<file path="config.mk">
export PLATFORM = sky130hd
export DESIGN_NAME = axis_interrupt_output_logic
export DESIGN_NICKNAME = d
export VERILOG_FILES = /design/src/axis_irq_pkg.sv /design/src/axis_interrupt_output_logic.sv /design/src/axis_irq_channel.sv
export VERILOG_INCLUDE_DIRS = /design/src /design/src/src
export SDC_FILE = /design/constraint.sdc
export NUM_CORES = 1
export LEC_CHECK = 0
export ABC_AREA = 1
export BUFFER_PORTS_ARGS = -buffer_cell sky130_fd_sc_hd__clkbuf_2
export CAP_MARGIN = 20
export CORE_MARGIN = 3
export CORE_UTILIZATION = 52
export CTS_CLUSTER_SIZE = 28
export DETAILED_ROUTE_END_ITERATION = 8
export GPL_TIMING_DRIVEN = 0
export PLACE_DENSITY = 0.84
export SLEW_MARGIN = 25
export SYNTH_ARGS = -nofsm -noshare
export SYNTH_HDL_FRONTEND = slang
export SYNTH_SLANG_ARGS = --single-unit
</file>
<file path="constraint.sdc">
create_clock -name ref_clk_in -period 1.2 [get_ports ref_clk_in]
set_input_delay 0.24 -clock ref_clk_in [delete_from_list [all_inputs] [get_ports ref_clk_in]]
set_output_delay 0.24 -clock ref_clk_in [all_outputs]
set_load 0.1 [all_outputs]
</file>
<file path="src/axis_irq_defines.svh">
// constants for the two-axis interrupt output logic
// assumes inclusion by bare name from the package and the design modules
`ifndef AXIS_IRQ_DEFINES_SVH
`define AXIS_IRQ_DEFINES_SVH
`define AXES              2
`define ERR_W             18
`define EVT_W             20
`define CMD_W             8
`define CMD_READ_ERR      8'hF2
`define CMD_READ_EVT      8'hF3
`define CMD_WRITE_EN      8'hAC
`define AXIS_MAIN_STATUS_WORD_W            16
`define AXIS_MAIN_STATUS_WORD_STOP_BIT     2
`define AXIS_MAIN_STATUS_WORD_ERR_BIT      4
`define AXIS_MAIN_STATUS_WORD_EVT_BIT      5
`define ENV1_MASK_BIT     29
`define ENV2_STOP_EN_BIT  27
`define PRMD_SUPPR_BIT    7
`define ERR_RSVD_BIT      11
`define EN_RESET          20'h00000
`endif

</file>
<file path="src/axis_irq_pkg.sv">
// types for the two-axis interrupt output logic
// assumes the defines header is on the include path
`include "axis_irq_defines.svh"
package axis_irq_pkg;
  typedef logic [`ERR_W-1:0] err_vec_t;
  typedef logic [`EVT_W-1:0] evt_vec_t;
endpackage

</file>
<file path="src/axis_interrupt_output_logic.sv">
// two-axis interrupt aggregation: flags, main status bits and shared interrupt pin
// assumes commands, setting writes and status reads come from the command interface
// as one-cycle pulses on ref_clk_in; cause pulses come from same-clock axis logic
`include "axis_irq_defines.svh"
module axis_interrupt_output_logic (
  input  wire logic                        ref_clk_in,
  input  wire logic                        arst_n_in,
  input  wire logic [`AXES-1:0]            axis_sel_in,
  input  wire logic                        cmd_valid_in,
  input  wire logic [`CMD_W-1:0]           cmd_code_in,
  input  wire logic [31:0]                 buf_in,
  input  wire logic [`AXES-1:0]            env1_write_in,
  input  wire logic [`AXES-1:0]            env2_write_in,
  input  wire logic [`AXES-1:0]            prmd_write_in,
  input  wire logic [`AXES-1:0]            axis_main_status_word_read_in,
  input  wire logic [`AXES*`ERR_W-1:0]     err_set_in,
  input  wire logic [`AXES*`EVT_W-1:0]     evt_set_in,
  input  wire logic [`AXES-1:0]            axis_operating_out_in,
  input  wire logic [`AXES-1:0]            next_op_queued_in,
  input  wire logic [`AXES-1:0]            start_written_in,
  output logic                             irq_n_out,
  output logic                             buf_load_out,
  output logic [31:0]                      buf_data_out,
  output logic [`AXES*`AXIS_MAIN_STATUS_WORD_W-1:0]         axis_main_status_word_out
);
  logic [`AXES-1:0] mask_bit;
  logic [`AXES-1:0] stop_en_bit;
  logic [`AXES-1:0] suppr_bit;
  logic [`AXES-1:0] prev_oper;
  logic [`AXES-1:0] next_mask_bit;
  logic [`AXES-1:0] next_stop_en_bit;
  logic [`AXES-1:0] next_suppr_bit;
  logic [`AXES-1:0] stop_flag;
  logic [`AXES-1:0] err_flag;
  logic [`AXES-1:0] evt_flag;
  logic [`AXES-1:0] rd_err;
  logic [`AXES-1:0] rd_evt;
  logic [`AXES-1:0] wr_en;
  logic [`AXES-1:0] stop_event;
  logic [`AXES-1:0] suppress;
  axis_irq_pkg::err_vec_t err_cause [`AXES];
  axis_irq_pkg::evt_vec_t evt_cause [`AXES];
  logic                   irq_n;
  logic                   buf_load;
  logic [31:0]            buf_data;
  logic [`AXES*`AXIS_MAIN_STATUS_WORD_W-1:0] axis_main_status_word;
  logic                   next_irq_n;
  logic                   next_buf_load;
  logic [31:0]            next_buf_data;
  logic [`AXES*`AXIS_MAIN_STATUS_WORD_W-1:0] next_axis_main_status_word;
  logic                   any_pending;

  // strobe and code are passed in so that continuous assigns re-evaluate on them
  function automatic logic is_cmd(input logic              valid,
                                  input logic [`CMD_W-1:0] code,
                                  input logic [`CMD_W-1:0] want);
    is_cmd = valid && (code == want);
  endfunction

  genvar g;
  generate
    for (g = 0; g < `AXES; g++) begin : g_axis
      assign rd_err[g] = is_cmd(cmd_valid_in, cmd_code_in, `CMD_READ_ERR) && axis_sel_in[g];
      assign rd_evt[g] = is_cmd(cmd_valid_in, cmd_code_in, `CMD_READ_EVT) && axis_sel_in[g];
      assign wr_en[g]  = is_cmd(cmd_valid_in, cmd_code_in, `CMD_WRITE_EN) && axis_sel_in[g];
      // operating to stopped transition
      assign stop_event[g] = prev_oper[g] && !axis_operating_out_in[g];
      // suppression only applies once a start has been queued
      assign suppress[g] = suppr_bit[g] && next_op_queued_in[g] && start_written_in[g];

      axis_irq_channel u_chan (
        .ref_clk_in      (ref_clk_in),
        .arst_n_in       (arst_n_in),
        .err_set_in      (err_set_in[g*`ERR_W +: `ERR_W]),
        .evt_set_in      (evt_set_in[g*`EVT_W +: `EVT_W]),
        .stop_event_in   (stop_event[g]),
        .stop_en_in      (stop_en_bit[g]),
        .suppress_in     (suppress[g]),
        .cmd_read_err_in (rd_err[g]),
        .cmd_read_evt_in (rd_evt[g]),
        .cmd_write_en_in (wr_en[g]),
        .axis_main_status_word_read_in    (axis_main_status_word_read_in[g]),
        .buf_in          (buf_in[`EVT_W-1:0]),
        .stop_flag_out   (stop_flag[g]),
        .err_flag_out    (err_flag[g]),
        .evt_flag_out    (evt_flag[g]),
        .err_cause_out   (err_cause[g]),
        .evt_cause_out   (evt_cause[g]),
        .evt_enable_out  ()
      );
    end
  endgenerate

  always_comb begin
    next_mask_bit    = mask_bit;
    next_stop_en_bit = stop_en_bit;
    next_suppr_bit   = suppr_bit;
    for (int i = 0; i < `AXES; i++) begin
      if (env1_write_in[i]) begin
        next_mask_bit[i] = buf_in[`ENV1_MASK_BIT];
      end
      if (env2_write_in[i]) begin
        next_stop_en_bit[i] = buf_in[`ENV2_STOP_EN_BIT];
      end
      if (prmd_write_in[i]) begin
        next_suppr_bit[i] = buf_in[`PRMD_SUPPR_BIT];
      end
    end
  end

  always_comb begin
    next_axis_main_status_word = '0;
    for (int i = 0; i < `AXES; i++) begin
      next_axis_main_status_word[i*`AXIS_MAIN_STATUS_WORD_W + `AXIS_MAIN_STATUS_WORD_STOP_BIT] = stop_flag[i];
      next_axis_main_status_word[i*`AXIS_MAIN_STATUS_WORD_W + `AXIS_MAIN_STATUS_WORD_ERR_BIT]  = err_flag[i];
      next_axis_main_status_word[i*`AXIS_MAIN_STATUS_WORD_W + `AXIS_MAIN_STATUS_WORD_EVT_BIT]  = evt_flag[i];
    end
    any_pending = |(stop_flag | err_flag | evt_flag);
    // the shared pin follows the mask of the first axis, so status still updates
    next_irq_n = !(any_pending && !mask_bit[0]);
    next_buf_load = 1'b0;
    next_buf_data = buf_data;
    for (int i = 0; i < `AXES; i++) begin
      if (rd_err[i]) begin
        next_buf_load = 1'b1;
        next_buf_data = {{(32-`ERR_W){1'b0}}, err_cause[i]};
      end else if (rd_evt[i]) begin
        next_buf_load = 1'b1;
        next_buf_data = {{(32-`EVT_W){1'b0}}, evt_cause[i]};
      end
    end
  end

  always_ff @(posedge ref_clk_in or negedge arst_n_in) begin
    if (!arst_n_in) begin
      mask_bit    <= '0;
      stop_en_bit <= '0;
      suppr_bit   <= '0;
      prev_oper   <= '0;
      irq_n       <= 1'b1;
      buf_load    <= 1'b0;
      buf_data    <= '0;
      axis_main_status_word        <= '0;
    end else begin
      mask_bit    <= next_mask_bit;
      stop_en_bit <= next_stop_en_bit;
      suppr_bit   <= next_suppr_bit;
      prev_oper   <= axis_operating_out_in;
      irq_n       <= next_irq_n;
      buf_load    <= next_buf_load;
      buf_data    <= next_buf_data;
      axis_main_status_word        <= next_axis_main_status_word;
    end
  end

  assign irq_n_out                 = irq_n;
  assign buf_load_out              = buf_load;
  assign buf_data_out              = buf_data;
  assign axis_main_status_word_out = axis_main_status_word;
endmodule

</file>
<file path="src/axis_irq_channel.sv">
// one axis: cause registers, enable register and summary flags
// assumes cause pulses, commands and strobes are one-cycle pulses on ref_clk_in
`include "axis_irq_defines.svh"
module axis_irq_channel (
  input  wire logic                    ref_clk_in,
  input  wire logic                    arst_n_in,
  input  wire axis_irq_pkg::err_vec_t  err_set_in,
  input  wire axis_irq_pkg::evt_vec_t  evt_set_in,
  input  wire logic                    stop_event_in,
  input  wire logic                    stop_en_in,
  input  wire logic                    suppress_in,
  input  wire logic                    cmd_read_err_in,
  input  wire logic                    cmd_read_evt_in,
  input  wire logic                    cmd_write_en_in,
  input  wire logic                    axis_main_status_word_read_in,
  input  wire axis_irq_pkg::evt_vec_t  buf_in,
  output logic                         stop_flag_out,
  output logic                         err_flag_out,
  output logic                         evt_flag_out,
  output axis_irq_pkg::err_vec_t       err_cause_out,
  output axis_irq_pkg::evt_vec_t       evt_cause_out,
  output axis_irq_pkg::evt_vec_t       evt_enable_out
);
  axis_irq_pkg::err_vec_t error_cause_reg;
  axis_irq_pkg::evt_vec_t event_cause_reg;
  axis_irq_pkg::evt_vec_t event_enable_reg;
  logic                   stop_flag;
  axis_irq_pkg::err_vec_t next_error_cause_reg;
  axis_irq_pkg::evt_vec_t next_event_cause_reg;
  axis_irq_pkg::evt_vec_t next_event_enable_reg;
  logic                   next_stop_flag;
  axis_irq_pkg::err_vec_t err_mask;

  always_comb begin
    err_mask = '1;
    err_mask[`ERR_RSVD_BIT] = 1'b0;
    // a read clears the register, but a cause arriving in the same cycle survives
    next_error_cause_reg = cmd_read_err_in ? '0 : error_cause_reg;
    next_error_cause_reg = next_error_cause_reg | (err_set_in & err_mask);
    // event causes only latch while enabled; set wins over the read clear
    next_event_cause_reg = cmd_read_evt_in ? '0 : event_cause_reg;
    next_event_cause_reg = next_event_cause_reg | (evt_set_in & event_enable_reg);
    next_event_enable_reg = cmd_write_en_in ? buf_in : event_enable_reg;
    next_stop_flag = axis_main_status_word_read_in ? 1'b0 : stop_flag;
    if (stop_event_in && stop_en_in && !suppress_in) begin
      next_stop_flag = 1'b1;
    end
  end

  always_ff @(posedge ref_clk_in or negedge arst_n_in) begin
    if (!arst_n_in) begin
      error_cause_reg  <= '0;
      event_cause_reg  <= '0;
      event_enable_reg <= `EN_RESET;
      stop_flag        <= 1'b0;
    end else begin
      error_cause_reg  <= next_error_cause_reg;
      event_cause_reg  <= next_event_cause_reg;
      event_enable_reg <= next_event_enable_reg;
      stop_flag        <= next_stop_flag;
    end
  end

  assign stop_flag_out  = stop_flag;
  assign err_flag_out   = |error_cause_reg;
  assign evt_flag_out   = |event_cause_reg;
  assign err_cause_out  = error_cause_reg;
  assign evt_cause_out  = event_cause_reg;
  assign evt_enable_out = event_enable_reg;
endmodule

</file>
==> impl_metrics.toml, run 1 <==
[yosys]
synth-async-reset-ratio_pct = 100
synthDistinctLibCells = 30
post_synth.cell_area_avg_um2 = 8.87
yosys_warnings = 0
ys_top_cells_by_area = "sky130_fd_sc_hd__dfrtp_1, sky130_fd_sc_hd__nand2_1, sky130_fd_sc_hd__inv_1"
yosysTopAreaCellShare_pct = 54.0
yosys_most_used_dff = "sky130_fd_sc_hd__dfrtp_1"
synthesis.instances = 784
synth_enable_flop_cells = 0
synth_seq_area_share_pct = 54.3
post-synth-top-area-cell = "sky130_fd_sc_hd__dfrtp_1"
syn-cell-area_um2 = 6960
synth.ff_latch_count = 151

[routing]
post_dr_vias_cell = 5.38
drc_errors = 0
antenna_violating_nets_post_route = 0
drt_first_iter_violations = 712
finalWirelength_mm = 21.3
wl_per_cell_um = 17.6
first_pass_iters = 8
vias = 6520

[setup_path]
timing.critical_path.max_delay_family = "flip-flops"
timing_worst_setup_path_type = "flip-flop to output port"
cp_data_arrival_time_ns = 1.16
setup.worst_path.end_class = "output port"
r2r-start = "g_axis[1].u_chan.evt_cause_out[12]"
cp_slowest_cell = "sky130_fd_sc_hd__dfstp_2"
timing.critical_path.cells = "clkbuf_16"
worst-path-buf-inv = 1
timing.critical_path.required_ns = 0.96
critical_path_depth = 1
regToRegEndpoint = "irq_n_out"
timing.reg2reg.setup_slack_ns = -0.17
critical-path-max-stage-delay_ns = 0.54
start_kind = "flip-flop"
path_max_fanout = 1
crit_end = "irq_n_out"
critical_path.startpoint = "irq_n_out"
depth_of_the_worst_register_to_register_path = 7

[die]
die-area_um2 = 14800
placement_rows = 41
floorplan.die.height_um = 122
core_area_um2 = 12800
dieWidth_um = 122
io_pins = 201
initial_utilization_pct = 54.2

[cells_and_area]
num-fill-cells = 867
multi_input_logic_area_um2 = 2550
layout.cells.most_common = "sky130_fd_sc_hd__nand2_1"
ff_latch_area_um2 = 3800
diodes = 0
most-common-layout-cells = "sky130_fd_sc_hd__nand2_1, sky130_fd_sc_hd__dfrtp_1, sky130_fd_sc_hd__clkbuf_2"
final_nets = 1162
area_growth_syn_to_layout_pct = 38.8
drive_above_1_share_pct = 32.6

[global_routing]
grt-ovfl-total = 0
grt_pass1_wl_mm = 31.5
track_usage_pct = 27.9
grt_pass1_vias = 6294
grt_max_degree = 89
initial_antenna_violation_count = 0

[placed_design]
count_of_input_and_output_buffers = 149
globalplace.congestion = 0.907
hpwl_detailed_mm = 14.3

[cts]
cts-buffers-inserted = 17
clock_latency_ns = 0.43
clock-sinks = 151
clk_transition_reported_paths_ns = 0.06
htree_levels = 4
root_buffer = "sky130_fd_sc_hd__clkbuf_16"
tritoncts = "done"
cts-root-to-sink-buffers = 2

[run_status]
status = "finished with violations"
violations = "negative hold slack, negative setup slack"

[timing]
hold_slack_ns = -0.213
slew_headroom_pct = 64.7
setup_viol = 32
fin_setup_tns_ns = -2.47
finClkSkew_ns = 0.00801
post-route-min-period_ns = 1.40
grt_setup_unrepaired = "true"
drv_slew = 0
fin_ws_ns = -0.198
worst-slew-pin-transition_ns = 0.530
period_share_pct = 117
final_hold_viol_count = 63
clock.fmax_ghz = 0.715

[power]
power.leakage_nw = 5.23
ir_worst_vdd_mv = 0.790
power_per_cell_area_nw_per_um2 = 1280

[flow_run]
maxCapViolations = 0

[hold_path]
worst_hold_path_type = "input pin to async pin"
[registers in the layout, indices dropped and copies added (netlist names)]
signal and count:
axis_main_status_word_out 6, stop_en_bit 2, suppr_bit 2, g_axis.u_chan.stop_flag_out 2, mask_bit 1, g_axis.u_chan.evt_cause_out 40
irq_n_out 1, g_axis.u_chan.evt_enable_out 40, prev_oper 2, g_axis.u_chan.err_cause_out 34, buf_data_out 20, buf_load_out 1
[Yosys cell counts, types with 2 or more instances]
library cell               count
sky130_fd_sc_hd__o21ai_0      82
sky130_fd_sc_hd__nor3_1        5
sky130_fd_sc_hd__inv_2         3
sky130_fd_sc_hd__nor2_1       44
sky130_fd_sc_hd__a21boi_1      4
sky130_fd_sc_hd__a21o_1        4
sky130_fd_sc_hd__inv_1       114
sky130_fd_sc_hd__nand4_1      59
sky130_fd_sc_hd__buf_4        40
sky130_fd_sc_hd__a21boi_2      9
sky130_fd_sc_hd__nand2_1     159
sky130_fd_sc_hd__a22o_1        3
sky130_fd_sc_hd__mux2_2        2
sky130_fd_sc_hd__nor2_4        2
sky130_fd_sc_hd__o21bai_1     30
sky130_fd_sc_hd__dfrtp_1     150
sky130_fd_sc_hd__buf_2        15
sky130_fd_sc_hd__clkbuf_1     12
sky130_fd_sc_hd__a21oi_1       2
sky130_fd_sc_hd__nand3_1      32
sky130_fd_sc_hd__buf_6         4
[layer usage]
metal	global-route usage, %	share of wire (%)	vias to the layer above
li1	-	-	2956
met1	36.0	38	3098
met2	45.9	50	385
met3	7.29	8.3	81
met4	9.94	4.0	0
met5	0	0	-
[area by class of cell]
| class | count | area share, % |
|---|---|---|
| Sequential cell | 151 | 39.3 |
| Clock buffer | 23 | 4.74 |
| Timing Repair Buffer | 188 | 16.6 |
| Multi-Input combinational cell | 481 | 26.4 |
| Inverter | 118 | 4.65 |
| Tap cell | 172 | 2.23 |
| Buffer | 70 | 5.20 |
| Clock inverter | 8 | 0.803 |
[worst min-delay path by stage]
stage               depth (start not counted)                      startpoint  slack [ns]                             endpoint
floorplan                                   0                       arst_n_in       -0.06        axis_main_status_word_out[18]
global placement                            0  g_axis[0].u_chan.stop_flag_out        0.36         axis_main_status_word_out[2]
detailed placement                          1                       arst_n_in        0.26  g_axis[1].u_chan.evt_enable_out[16]
CTS                                         1                       arst_n_in       -0.19         axis_main_status_word_out[5]
global route                                1                       arst_n_in       -0.18  g_axis[1].u_chan.evt_enable_out[16]
finish                                      1                       arst_n_in       -0.21   g_axis[0].u_chan.evt_cause_out[16]
[power breakdown]
group	switching (mW)	total (mW)	internal, mW
clock network	2.07	4.95	2.89
registers	0.140	5.42	5.28
logic	1.31	1.94	0.630
total	3.52	12.3	8.80
[per-stage QoR]
| step | instances | util, % | cell area (um^2) | setup slack (ns) | power, mW |
|---|---|---|---|---|---|
| after detailed placement | 1143 | 63.5 | 8140 | -0.453 | 7.13 |
| after global placement | 1142 | 63.2 | 8100 | -2.89 | 7.09 |
| final | 1211 | 75.3 | 9660 | -0.198 | 12.3 |
| after CTS | 1192 | 72.7 | 9330 | -0.202 | 12.2 |
| after global routing | 1211 | 75.3 | 9660 | -0.283 | 12.7 |
| after floorplan | 821 | - | 7140 | -0.0171 | 6.63 |
[repair_timing]
item	CTS	global route
endpoints found under the hold margin	72	65
gates cloned	0	4
setup endpoints to repair	35	121
buffers inserted	9	14
pin swaps	0	13
gates resized for setup	80	94
hold buffers	9	2
[logic make-up (layout without fill, tap and decap cells)]
kind of cell	count (synthesis)	count (layout)	synth area share, %
buf+inv	189	407	13.1
mux	2	2	0.324
simple gates	304	304	19.6
compound gates	137	137	12.6
other cells	1	38	0.0539
flops	151	151	54.3
No activity file was read; power rests on OpenSTA's default activity.
==> inputs of run 2 (changes only) <==
--- a/config.mk
+++ b/config.mk
@@ -10,11 +10,11 @@
 export BUFFER_PORTS_ARGS = -buffer_cell sky130_fd_sc_hd__clkbuf_2
 export CAP_MARGIN = 20
 export CORE_MARGIN = 3
-export CORE_UTILIZATION = 52
+export CORE_UTILIZATION = 56
 export CTS_CLUSTER_SIZE = 28
 export DETAILED_ROUTE_END_ITERATION = 8
 export GPL_TIMING_DRIVEN = 0
-export PLACE_DENSITY = 0.84
+export PLACE_DENSITY = 0.89
 export SLEW_MARGIN = 25
 export SYNTH_ARGS = -nofsm -noshare
 export SYNTH_HDL_FRONTEND = slang
==> constraint.sdc (replaced) <==
create_clock -name ref_clk_in -period 1.8 [get_ports ref_clk_in]
set_input_delay 0.36 -clock ref_clk_in [delete_from_list [all_inputs] [get_ports ref_clk_in]]
set_output_delay 0.36 -clock ref_clk_in [all_outputs]
set_load 0.1 [all_outputs]
==> impl_metrics.toml, run 2 (synthesis gave the netlist of run 1 again) <==
[run_status]
status = "finished, final reports clean"

[cts]
ctsResizeCount = 0
post-cts-setup-buffers = 0
cts_hold_buffers = 1
cts-root-to-sink-buffers = 2
tritoncts = "done"
clock-sinks = 151
clk_transition_reported_paths_ns = 0.06
htree_levels = 4
root_buffer = "sky130_fd_sc_hd__clkbuf_16"
cts-buffers-inserted = 17
clock_latency_ns = 0.42

[placed_design]
dpl-instance-area_um2 = 8090
dp_cells = 1139
count_of_input_and_output_buffers = 149
globalplace.congestion = 1.01
hpwl_detailed_mm = 14.0

[routing]
finalWirelength_mm = 18.9
drc_errors = 0
post_dr_vias_cell = 5.14
drt_first_iter_violations = 541
wl_per_cell_um = 16.1
vias = 6028
first_pass_iters = 5
antenna_violating_nets_post_route = 0

[cells_and_area]
most-common-layout-cells = "sky130_fd_sc_hd__nand2_1, sky130_fd_sc_hd__dfrtp_1, sky130_fd_sc_hd__clkbuf_2"
layout.cells.most_common = "sky130_fd_sc_hd__nand2_1"
ff_latch_area_um2 = 3780
finalInstanceArea_um2 = 8690
multi_input_logic_area_um2 = 2410
stdcell_count = 1172
area_growth_syn_to_layout_pct = 25.0
postLayoutCoreUtil_pct = 72.1
final_nets = 1126
diodes = 0
drive_above_1_share_pct = 26.1
num-fill-cells = 931

[global_routing]
grt_pass1_vias = 5949
grt_pass1_wl_mm = 30.2
track_usage_pct = 27.8
initial_antenna_violation_count = 0
grt-ovfl-total = 0
grt_max_degree = 80

[timing]
final_hold_viol_count = 0
post-route-min-period_ns = 1.74
grt_setup_unrepaired = "false"
drv_slew = 0
period_share_pct = 96.6
clock.fmax_ghz = 0.575
setup_viol = 0
worst-slew-pin-transition_ns = 0.582
finClkSkew_ns = 0.00782
slew_headroom_pct = 61.2

[setup_path]
regToRegEndpoint = "irq_n_out"
timing.critical_path.cells = "clkbuf_2"
r2r-start = "g_axis[1].u_chan.evt_cause_out[1]"
cp_data_arrival_time_ns = 1.38
critical_path_depth = 1
critical-path-max-stage-delay_ns = 0.51
timing.critical_path.required_ns = 1.44
setup.worst_path.end_class = "output port"
worst-path-buf-inv = 1
timing.critical_path.max_delay_family = "flip-flops"
timing.reg2reg.setup_slack_ns = 0.36
depth_of_the_worst_register_to_register_path = 7
cp_slowest_cell = "sky130_fd_sc_hd__dfstp_2"
start_kind = "flip-flop"
path_max_fanout = 1
timing_worst_setup_path_type = "flip-flop to output port"

[power]
ir_worst_vdd_mv = 0.506
post-layout-total-power_mw = 8.28
power_per_cell_area_nw_per_um2 = 952
power.leakage_nw = 4.84

[hold_path]
hold-path-endpoint = "prev_oper[0]"
min-delay-start = "axis_operating_out_in[0]"
worst_hold_path.num_cells = 1
worst_hold_path_type = "input pin to flip-flop"

[die]
placement_rows = 40
die-area_um2 = 13800
initial_utilization_pct = 57.7
floorplan.die.height_um = 117
dieWidth_um = 117
io_pins = 201
core_area_um2 = 12100

[flow_run]
maxCapViolations = 0
-- run 2: area by class of cell --
class,instances,share of cell area [%]
Clock inverter,15,1.96
Multi-Input combinational cell,481,27.7
Tap cell,168,2.42
Timing Repair Buffer,151,9.11
Buffer,71,5.35
Sequential cell,151,43.5
Inverter,118,5.10
Clock buffer,17,4.89
-- run 2: through the flow --
| step | hold slack [ns] | setup slack, ns | setup TNS [ns] |
|---|---|---|---|
| after floorplan | 0.0644 | 0.434 | 0 |
| after global placement | 0.358 | -2.07 | -309.55 |
| after detailed placement | 0.369 | -0.119 | -3.29 |
| after CTS | 0.0578 | 0.0573 | 0 |
| after global routing | 0.0690 | 0.0461 | 0 |
| final | 0.0560 | 0.0611 | 0 |
-- run 2: layer usage --
layer / share of wire, % / vias up / track usage, %
met4: 3.1 / 0 / 10.9
met5: 0 / - / 0
met2: 47 / 296 / 44.7
met1: 42 / 2810 / 38.2
met3: 7.8 / 49 / 4.48
li1: - / 2873 / -
-- run 2: power breakdown --
| part | internal (mW) | switching [mW] | total, mW |
|---|---|---|---|
| logic | 0.276 | 0.829 | 1.10 |
| clock network | 2.07 | 1.50 | 3.58 |
| registers | 3.52 | 0.0748 | 3.59 |
| total | 5.87 | 2.41 | 8.28 |
-- run 2: how the worst max path moves through the flow --
| stage | start | to |
|---|---|---|
| 2_1_floorplan | cmd_code_in[2] | buf_data_out[10] |
| 3_3_place_gp | arst_n_in | axis_main_status_word_out[2] |
| 3_5_place_dp | cmd_code_in[6] | g_axis[0].u_chan.evt_enable_out[0] |
| 4_1_cts | irq_n_out | irq_n_out |
| 5_1_grt | irq_n_out | irq_n_out |
| 6_report | irq_n_out | irq_n_out |
